$ cat config.mk
export PLATFORM = sky130hd
export DESIGN_NAME = power_line_status_change_flags
export DESIGN_NICKNAME = d
export VERILOG_FILES = /design/src/plc_flags_pkg.sv /design/src/power_line_status_change_flags.sv /design/src/status_change_detect.sv
export VERILOG_INCLUDE_DIRS = /design/src /design/src/src
export SDC_FILE = /design/constraint.sdc
export NUM_CORES = 1
export LEC_CHECK = 0
export BUFFER_PORTS_ARGS = -buffer_cell sky130_fd_sc_hd__buf_2
export CAP_MARGIN = 10
export CORE_AREA = 4 4 108 110
export CTS_CLUSTER_DIAMETER = 60
export DETAILED_ROUTE_END_ITERATION = 8
export DIE_AREA = 0 0 112 114
export PLACE_DENSITY_LB_ADDON = 0.05
export RECOVER_POWER = 50
export SLEW_MARGIN = 30
export SYNTH_ARGS = -nofsm -noshare
export SYNTH_HDL_FRONTEND = slang
export SYNTH_SLANG_ARGS = --single-unit
$ cat constraint.sdc
create_clock -name core_clk -period 3.5 [get_ports core_clk]
set_input_delay 0.35 -clock core_clk [delete_from_list [all_inputs] [get_ports core_clk]]
set_output_delay 0.35 -clock core_clk [all_outputs]
set_load 0.01 [all_outputs]
$ cat src/plc_flags_params.svh
/*
   Named constants for the line status change flag block: register
   indices, reset values, field positions and flag bit positions.
   Assumes it is included by the package and the design modules only.
*/
`ifndef PLC_FLAGS_PARAMS_SVH
`define PLC_FLAGS_PARAMS_SVH

// Register indices; byte address is four times the index
`define IDX_W            6
`define IDX_CHG_FLAGS    6'h08
`define IDX_REG_FLAGS    6'h09
`define IDX_CHN_FLAGS    6'h0a
`define IDX_CHG_EN       6'h10
`define IDX_REG_EN       6'h11
`define IDX_CHN_EN       6'h12
`define IDX_CHG_CLR      6'h13
`define IDX_REG_CLR      6'h14
`define IDX_CHN_CLR      6'h15
`define IDX_COMM_CODE    6'h16
`define IDX_LEVELS       6'h17
`define IDX_PENDING      6'h18

// Reset values
`define FLAGS_RESET      8'h00
`define EN_RESET         8'h00
`define CODE_RESET       8'h00
`define LEVELS_RESET     24'h000000
`define RD_RESET         32'h00000000

// Field widths
`define CHG_MODE_W       3
`define TEMP_W           3
`define LEVEL_W          24

// Positions inside the watched level vector
`define LV_SUM_LIMIT     0
`define LV_SUM_CURRENT   1
`define LV_THERMAL       2
`define LV_CC_TIMEOUT    3
`define LV_MODE_LO       4
`define LV_MODE_HI       6
`define LV_SYS_MIN       7
`define LV_RESTART       8
`define LV_TEMP_LO       9
`define LV_TEMP_HI       11
`define LV_TEMP_ADJUST   12
`define LV_CHG_REVERSE   13
`define LV_VOLT_REG      14
`define LV_STEP_CHARGE   15
`define LV_CHG_DROPOUT   16
`define LV_SYS_DROPOUT   17
`define LV_LINE_GOOD     18
`define LV_SYS_REVERSE   19
`define LV_CONNECTED     20
`define LV_WAITING       21
`define LV_IDLE          22
`define LV_SHORT_XFER    23

// Charger event flag bits
`define B_SUM_LIMIT      7
`define B_SUM_CURRENT    6
`define B_THERMAL        5
`define B_CC_TIMEOUT     4
`define B_MODE           3
`define B_SYS_MIN        2
`define B_RESTART        1
`define B_BATT_TEMP      0

// Regulation event flag bits
`define B_TEMP_ADJUST    7
`define B_CHG_REVERSE    6
`define B_VOLT_REG       5
`define B_STEP_CHARGE    4
`define B_CHG_DROPOUT    3
`define B_SYS_DROPOUT    2
`define B_LINE_GOOD      1
`define B_SYS_REVERSE    0

// Line channel event flag bits
`define B_CONNECTED      7
`define B_WAITING        6
`define B_IDLE           5
`define B_XFER_RISE      4
`define B_XFER_FALL      3
`define B_NEW_DATA       2
`define B_CMD_DONE       1
`define B_CMD_ERROR      0

`endif

$ cat src/plc_flags_pkg.sv
/*
   Types shared by the change flag block and its change detector.
   Assumes the params header is on the include path.
*/
`include "plc_flags_params.svh"

package plc_flags_pkg;

   typedef logic [7:0]              byte_t;
   typedef logic [`LEVEL_W-1:0]     level_t;

   // Change detector state
   typedef struct packed {
      level_t prev;
      logic   primed;
   } change_state_t;

   // Flag block state
   typedef struct packed {
      logic        ack;
      logic [31:0] rdData;
      byte_t       chgFlags;
      byte_t       regFlags;
      byte_t       chnFlags;
      byte_t       chgEn;
      byte_t       regEn;
      byte_t       chnEn;
      byte_t       code;
      logic        irq;
   } flags_state_t;

endpackage : plc_flags_pkg

$ cat src/power_line_status_change_flags.sv
/*
   Three sticky event flag registers for the line slave with charger,
   an enable and a clear register per flag register, a latched
   communication status code and one level interrupt, all behind a
   classic Wishbone slave with 32-bit data. Assumes every status input
   and event pulse comes from logic on core_clk; event pulses are one
   cycle wide.
*/
// Contract
// - sum limit active change sets charger bit 7
// - sum current change sets charger bit 6
// - thermal regulation change sets charger bit 5
// - constant-current timeout change sets charger bit 4
// - any charger mode change sets charger bit 3
// - sys minimum sets bit 2, restart bit 1
// - battery temperature change sets charger bit 0
// - adjust, reverse, voltage, step set bits 7..4
// - charger dropout change sets regulation bit 3
// - sys dropout bit 2, sys reverse bit 0
// - line voltage good change sets bit 1
// - connected, waiting, idle set channel bits 7..5
// - short transfer rise alone sets channel bit 4
// - short transfer fall alone sets channel bit 3
// - new received data sets channel bit 2
// - command completion sets channel bit 1
// - command error sets channel bit 0
// - status code valid with done or error
`include "plc_flags_params.svh"

module power_line_status_change_flags (
   input  wire logic                 core_clk,
   input  wire logic                 rst,
   // Wishbone slave
   input  wire logic                 wbCyc,
   input  wire logic                 wbStb,
   input  wire logic                 wbWe,
   input  wire logic [7:0]           wbAdr,
   input  wire logic [3:0]           wbSel,
   input  wire logic [31:0]          wbDatIn,
   output logic      [31:0]          wbDatOut,
   output logic                      wbAck,
   output logic                      irq,
   // Charger status levels
   input  wire logic                 sumLimitActive,
   input  wire logic                 sumCurrentState,
   input  wire logic                 chargerThermalState,
   input  wire logic                 ccPhaseTimeout,
   input  wire logic [2:0]           chargerMode,
   input  wire logic                 sysMinRegulating,
   input  wire logic                 chargerRestartState,
   input  wire logic [2:0]           batteryTempState,
   // Regulation status levels
   input  wire logic                 tempAdjustState,
   input  wire logic                 chargerReverseState,
   input  wire logic                 voltageRegMode,
   input  wire logic                 stepChargeState,
   input  wire logic                 chargerDropoutState,
   input  wire logic                 sysDropoutState,
   input  wire logic                 lineVoltageGood,
   input  wire logic                 sysReverseState,
   // Line channel status and events
   input  wire logic                 channelConnected,
   input  wire logic                 channelWaiting,
   input  wire logic                 channelIdle,
   input  wire logic                 shortTransfer,
   input  wire logic                 newDataPulse,
   input  wire logic                 cmdDonePulse,
   input  wire logic                 cmdErrorPulse,
   input  wire plc_flags_pkg::byte_t commStatusCode
);
   import plc_flags_pkg::*;

   localparam flags_state_t STATE_RESET = '{
      ack:      1'b0,
      rdData:   `RD_RESET,
      chgFlags: `FLAGS_RESET,
      regFlags: `FLAGS_RESET,
      chnFlags: `FLAGS_RESET,
      chgEn:    `EN_RESET,
      regEn:    `EN_RESET,
      chnEn:    `EN_RESET,
      code:     `CODE_RESET,
      irq:      1'b0
   };

   flags_state_t            s_reg;
   flags_state_t            s_next;
   level_t                  levels;
   level_t                  changed;
   level_t                  rose;
   level_t                  fell;
   byte_t                   chgSet;
   byte_t                   regSet;
   byte_t                   chnSet;
   byte_t                   chgClr;
   byte_t                   regClr;
   byte_t                   chnClr;
   logic                    access;
   logic                    wrAccess;
   logic [`IDX_W-1:0]       regIdx;
   logic [31:0]             rdWord;

   // Write-one-to-clear mask from either the flag register or its clear register
   function automatic byte_t clearMask(input logic              wr,
                                       input logic [`IDX_W-1:0] idx,
                                       input logic [`IDX_W-1:0] flagIdx,
                                       input logic [`IDX_W-1:0] clrIdx,
                                       input byte_t             data);
      byte_t m;
      m = `FLAGS_RESET;
      if (wr && ((idx == flagIdx) || (idx == clrIdx))) begin
         m = data;
      end
      return m;
   endfunction : clearMask

   // Watched levels packed in detector order, highest position first
   assign levels = {shortTransfer, channelIdle, channelWaiting, channelConnected,
                    sysReverseState, lineVoltageGood, sysDropoutState,
                    chargerDropoutState, stepChargeState, voltageRegMode,
                    chargerReverseState, tempAdjustState, batteryTempState,
                    chargerRestartState, sysMinRegulating, chargerMode,
                    ccPhaseTimeout, chargerThermalState, sumCurrentState,
                    sumLimitActive};

   // Change against the previous clock for every watched level
   status_change_detect u_detect (
      .core_clk (core_clk),
      .rst      (rst),
      .levels   (levels),
      .changed  (changed),
      .rose     (rose),
      .fell     (fell)
   );

   // Charger event sources
   always_comb begin
      chgSet                = `FLAGS_RESET;
      chgSet[`B_SUM_LIMIT]  = changed[`LV_SUM_LIMIT];
      chgSet[`B_SUM_CURRENT] = changed[`LV_SUM_CURRENT];
      chgSet[`B_THERMAL]    = changed[`LV_THERMAL];
      chgSet[`B_CC_TIMEOUT] = changed[`LV_CC_TIMEOUT];
      chgSet[`B_MODE]       = |changed[`LV_MODE_HI:`LV_MODE_LO];
      chgSet[`B_SYS_MIN]    = changed[`LV_SYS_MIN];
      chgSet[`B_RESTART]    = changed[`LV_RESTART];
      chgSet[`B_BATT_TEMP]  = |changed[`LV_TEMP_HI:`LV_TEMP_LO];
   end

   // Regulation event sources
   always_comb begin
      regSet                 = `FLAGS_RESET;
      regSet[`B_TEMP_ADJUST] = changed[`LV_TEMP_ADJUST];
      regSet[`B_CHG_REVERSE] = changed[`LV_CHG_REVERSE];
      regSet[`B_VOLT_REG]    = changed[`LV_VOLT_REG];
      regSet[`B_STEP_CHARGE] = changed[`LV_STEP_CHARGE];
      regSet[`B_CHG_DROPOUT] = changed[`LV_CHG_DROPOUT];
      regSet[`B_SYS_DROPOUT] = changed[`LV_SYS_DROPOUT];
      regSet[`B_LINE_GOOD]   = changed[`LV_LINE_GOOD];
      regSet[`B_SYS_REVERSE] = changed[`LV_SYS_REVERSE];
   end

   // Line channel event sources; short transfer edges are kept apart
   always_comb begin
      chnSet               = `FLAGS_RESET;
      chnSet[`B_CONNECTED] = changed[`LV_CONNECTED];
      chnSet[`B_WAITING]   = changed[`LV_WAITING];
      chnSet[`B_IDLE]      = changed[`LV_IDLE];
      chnSet[`B_XFER_RISE] = rose[`LV_SHORT_XFER];
      chnSet[`B_XFER_FALL] = fell[`LV_SHORT_XFER];
      chnSet[`B_NEW_DATA]  = newDataPulse;
      chnSet[`B_CMD_DONE]  = cmdDonePulse;
      chnSet[`B_CMD_ERROR] = cmdErrorPulse;
   end

   // Bus decode; ack is registered and masks the next cycle, so a held request sees an ack every other cycle
   assign access   = wbCyc & wbStb & ~s_reg.ack;
   assign wrAccess = access & wbWe & wbSel[0];
   assign regIdx   = wbAdr[`IDX_W+1:2];

   assign chgClr = clearMask(wrAccess, regIdx, `IDX_CHG_FLAGS, `IDX_CHG_CLR, wbDatIn[7:0]);
   assign regClr = clearMask(wrAccess, regIdx, `IDX_REG_FLAGS, `IDX_REG_CLR, wbDatIn[7:0]);
   assign chnClr = clearMask(wrAccess, regIdx, `IDX_CHN_FLAGS, `IDX_CHN_CLR, wbDatIn[7:0]);

   // Read mux; clear registers are write-only and unmapped space reads zero
   always_comb begin
      rdWord = `RD_RESET;
      case (regIdx)
         `IDX_CHG_FLAGS: begin
            rdWord[7:0] = s_reg.chgFlags;
         end
         `IDX_REG_FLAGS: begin
            rdWord[7:0] = s_reg.regFlags;
         end
         `IDX_CHN_FLAGS: begin
            rdWord[7:0] = s_reg.chnFlags;
         end
         `IDX_CHG_EN: begin
            rdWord[7:0] = s_reg.chgEn;
         end
         `IDX_REG_EN: begin
            rdWord[7:0] = s_reg.regEn;
         end
         `IDX_CHN_EN: begin
            rdWord[7:0] = s_reg.chnEn;
         end
         `IDX_COMM_CODE: begin
            rdWord[7:0] = s_reg.code;
         end
         `IDX_LEVELS: begin
            rdWord[`LEVEL_W-1:0] = levels;
         end
         `IDX_PENDING: begin
            rdWord[23:0] = {s_reg.chnFlags & s_reg.chnEn,
                            s_reg.regFlags & s_reg.regEn,
                            s_reg.chgFlags & s_reg.chgEn};
         end
         default: begin
            rdWord = `RD_RESET;
         end
      endcase
   end

   // Next state: set wins over a clear landing in the same cycle
   always_comb begin
      s_next     = s_reg;
      s_next.ack = access;
      if (access && !wbWe) begin
         s_next.rdData = rdWord;
      end
      s_next.chgFlags = (s_reg.chgFlags & ~chgClr) | chgSet;
      s_next.regFlags = (s_reg.regFlags & ~regClr) | regSet;
      s_next.chnFlags = (s_reg.chnFlags & ~chnClr) | chnSet;
      if (wrAccess && (regIdx == `IDX_CHG_EN)) begin
         s_next.chgEn = wbDatIn[7:0];
      end
      if (wrAccess && (regIdx == `IDX_REG_EN)) begin
         s_next.regEn = wbDatIn[7:0];
      end
      if (wrAccess && (regIdx == `IDX_CHN_EN)) begin
         s_next.chnEn = wbDatIn[7:0];
      end
      // Code is captured with the flag so it is valid when software looks
      if (cmdDonePulse || cmdErrorPulse) begin
         s_next.code = commStatusCode;
      end
      // Interrupt follows the flags in the same cycle they become visible
      s_next.irq = |{s_next.chgFlags & s_next.chgEn,
                     s_next.regFlags & s_next.regEn,
                     s_next.chnFlags & s_next.chnEn};
   end

   // State register
   always_ff @(posedge core_clk or posedge rst) begin
      if (rst) begin
         s_reg <= STATE_RESET;
      end else begin
         s_reg <= s_next;
      end
   end

   assign wbAck    = s_reg.ack;
   assign wbDatOut = s_reg.rdData;
   assign irq      = s_reg.irq;

endmodule : power_line_status_change_flags

$ cat src/status_change_detect.sv
/*
   Compares each watched level with its value one clock earlier and
   reports any change, rise and fall. Assumes levels come from logic on
   core_clk, so no synchroniser is placed in front.
*/
`include "plc_flags_params.svh"

module status_change_detect (
   input  wire logic                  core_clk,
   input  wire logic                  rst,
   input  wire plc_flags_pkg::level_t levels,
   output      plc_flags_pkg::level_t changed,
   output      plc_flags_pkg::level_t rose,
   output      plc_flags_pkg::level_t fell
);
   import plc_flags_pkg::*;

   change_state_t s_reg;
   change_state_t s_next;

   // Remember the last level; first cycle after reset only primes, so
   // a level that is already high at release does not look like a change
   always_comb begin
      s_next        = s_reg;
      s_next.prev   = levels;
      s_next.primed = 1'b1;
      changed       = s_reg.primed ? (levels ^ s_reg.prev) : `LEVELS_RESET;
      rose          = s_reg.primed ? (levels & ~s_reg.prev) : `LEVELS_RESET;
      fell          = s_reg.primed ? (~levels & s_reg.prev) : `LEVELS_RESET;
   end

   // State register
   always_ff @(posedge core_clk or posedge rst) begin
      if (rst) begin
         s_reg.prev   <= `LEVELS_RESET;
         s_reg.primed <= 1'b0;
      end else begin
         s_reg <= s_next;
      end
   end

endmodule : status_change_detect

==> reports/metrics.sh <==
GRT-OVFL-TOTAL=0
GRT_USAGE_PCT=23.1
SYNTH-SEQ-AREA-SHARE_PCT=51.1
VIA_COUNT_OF_THE_FIRST_GLOBAL_ROUTING_PASS=3918
POST-DP-HPWL_UM=10600
FMAX_MHz=362
STATUS='finished with violations'
SKEW_NS=0.00915
INITIAL_ANTENNA_VIOLATION_COUNT=0
SETUP_VIOL=0
ROUTE.VIAS.TOTAL=3900
FINAL-SEQ-AREA_UM2=2680
FILLCELLCOUNT=1019
POWER.LEAKAGE_nW=2.56
ANTENNADIODECOUNT=0
GLOBALPLACE.CONGESTION=0.899
MOST_FREQUENT_CELL_AFTER_SYNTHESIS='dfrtp_1'
NUM-NETS-FINAL=609
SYNTH.TOP_CELL.AREA_SHARE_PCT=51.1
CRITICAL_PATH_REQUIRED_TIME_NS=3.74
CTS_TREE='yes'
SYNTH_TOP_CELL_BY_AREA='dfrtp_1'
CTS_ROOT_BUF='clkbuf_8'
CLK_PIN_SLEW_NS=0.10
REPORT.FINAL.SLEW_VIOL_COUNT=64
FAILED_CHECKS='max-capacitance violations, max-slew violations'
PLACEMENT_ROWS=38
CLOCK_SINKS=107
GR_MET3_DEMAND_RESOURCE_PCT=4.19
ARRIVAL_NS=3.00
CLK_PATH_BUF_DEPTH=2
DRCVIOLATIONCOUNT=0
HTREE_LEVELS=3
FINISH.CELL_COUNT_WITHOUT_FILLERS=670
GRT_USE_MET2_PCT=37.9
GRT-BUSIEST-LAYER='met2'
GRT_START_MAX_NET_PINS=65
TIMING.MAX_SLEW.REL_SLACK_PCT=-63.9
MAX_CAP_VIOLS=1
DIE_HEIGHT_UM=114
SYNTH.AVG_CELL_AREA_UM2=11.3
LAYOUT-DRIVE-GT1-SHARE_PCT=23.4
FP.COREAREA_UM2=10700
SYNTH_EDF_COUNT=0
LARGEST_REGISTER_FFS=56
SYNTH_COMMONEST_CELLS='dfrtp_1, buf_4, mux2_2, nor2_1, a21oi_1'
PORTBUFFERS=80
TNS_NS=0
CTS_HOLD_BUFFERS=0
GLOBAL_ROUTE_WIRE_LENGTH_BEFORE_REPAIR_UM=22300
POWER_PER_CELL_AREA_nW_PER_UM2=442
POST_SYNTH_NUM_CELL_TYPES=51
POST_SYNTH_MAIN_AREA_CONTRIBUTORS='dfrtp_1, mux2_2, buf_4'
USE_MET1_PCT=31.0
LAYOUT.CORE_UTILIZATION_PCT=54.4
PLACEDCELLCOUNT=654
FINAL_ANTENNA_NET_COUNT=0
ASYNCSETRESETFLOPFRACSYNTH_PCT=100
INITIAL_UTILIZATION_PCT=48.9
CTS.REPAIR_TIMING.SETUP_BUFFER_COUNT=0
ACTUAL_TRANSITION_AT_THE_WORST_MAX_TRANSITION_PIN_NS=2.46
YS.WARNINGS.COUNT=0
CRITICAL_PATH_FANOUTS_MAX=8
YOSYS_REGISTER_BITS=107
DETAILEDROUTE.FIRSTITERATIONVIOLATIONS=284
NETLIST_AREA_UM2=5240
RSZ0062_AT_GRT='no'
AREA_ENCLOSED_BY_THE_DIE_BOUNDARY_UM2=12800
AREA_GROWTH_SYN_TO_LAYOUT_PCT=11.0
CTS_RESIZED=0
CRIT_PATH_START_KIND='flop'
SYNTH_TOP_FLOP_CELL='dfrtp_1'
SYN-INSTANCE-COUNT=465
TRITONCTS.NUM_BUFFERS=9
CLK_LATENCY_NS=0.38
CHIPWIDTH_UM=112
MULTI_INPUT_AREA_UM2=2240
PERIOD_MINUS_SLACK_NS=2.76
HOLD_VIOL_FINAL=0
SETUP.WORST_PATH.CLASS='flop to flop'
WORST_IR_DROP_VDD_mV=0.212
DRT_PRE_ANTENNA_ITERS=5
DETAIL_ROUTE.VIAS_PER_CELL=5.82
HOLD_PATH_CLASS='primary input to flop'
DETAIL_ROUTE.WL_PER_CELL_UM=21.6
ROUTED_WL_UM=14500
WORSTSETUPENDPOINTTYPE='flop'
IO-PIN-COUNT=118
FINAL.PERIOD_UTILIZATION_PCT=79.0
-- metrics by stage --
step                setup slack (ns)  cell area, µm²  hold WS [ns]  power, W
floorplan                      0.333            5260         0.381   0.00167
global route                   0.549            5810         0.106   0.00269
global placement               0.502            5630         0.488   0.00176
detailed placement             0.473            5630         0.494   0.00177
CTS                            0.739            5850        0.0979   0.00260
finish                         0.736            5810         0.118   0.00257
-- final cells by class --
type	instances	area share (%)
multi-input combinational	304	38.5
sequential	107	46.1
clock inverter	7	1.57
tap	140	3.01
inverter	13	0.839
clock buffer	9	2.13
timing repair buffer	90	7.88
-- layer usage --
metal | share of wire, % | up-vias
met5 | 0 | -
met4 | 1.9 | 0
met3 | 6.0 | 22
met2 | 48 | 135
met1 | 44 | 1949
li1 | - | 1794
-- logic make-up after synthesis --
kind of cell / synth area share [%]
xor+xnor: 3.85
simple gates: 10.6
flops: 51.1
other cells: 0.143
buf+inv: 6.76
mux: 9.37
compound gates: 18.1
-- power by group --
| group | switching (W) | leakage (nW) | internal [W] |
|---|---|---|---|
| logic | 0.000218 | 1.21 | 0.000149 |
| clock network | 0.000430 | 0.109 | 0.000402 |
| registers | 0.0000479 | 1.24 | 0.00132 |
| total | 0.000696 | 2.56 | 0.00187 |
-- critical path: stages, from the launching register on --
cell and delay [ns]:
dfrtp_1 0.38, nand3b_1 0.42, inv_1 0.27, o211ai_1 0.41, a221o_1 0.50, a22o_1 0.25
nor4b_1 0.27, nand4_1 0.12
-- cell usage in the layout, fill, tap and decap left out, types with 5 or more instances in the layout --
cell type / instances
mux2i_1: 13
inv_1: 13
conb_1: 9
nor2b_1: 11
buf_4: 9
a21boi_0: 5
clkbuf_8: 9
a22o_1: 7
nand2b_1: 6
xor2_1: 21
a21o_1: 13
mux2_2: 32
a31oi_1: 5
a21oi_1: 25
a32oi_1: 16
dfrtp_1: 107
clkbuf_1: 24
buf_2: 56
o21ai_0: 16
a22oi_1: 14
nand2_1: 21
nor2_1: 31
a221o_1: 10
-- final timing paths --
kind	from	endpoint	slack [ns]	cells past startpoint
worst max register to register	wbAck	irq	0.74	7
worst max-delay path	wbAck	irq	0.74	7
worst min-delay path	sysReverseState	u_detect.s_reg[20]	0.12	1
max in group asynchronous	rst	u_detect.s_reg[15]	1.28	2
worst min register to register	s_reg[6]	s_reg[6]	0.51	1
min in group asynchronous	rst	wbAck	0.81	2
No activity file was read; power rests on OpenSTA's default activity.
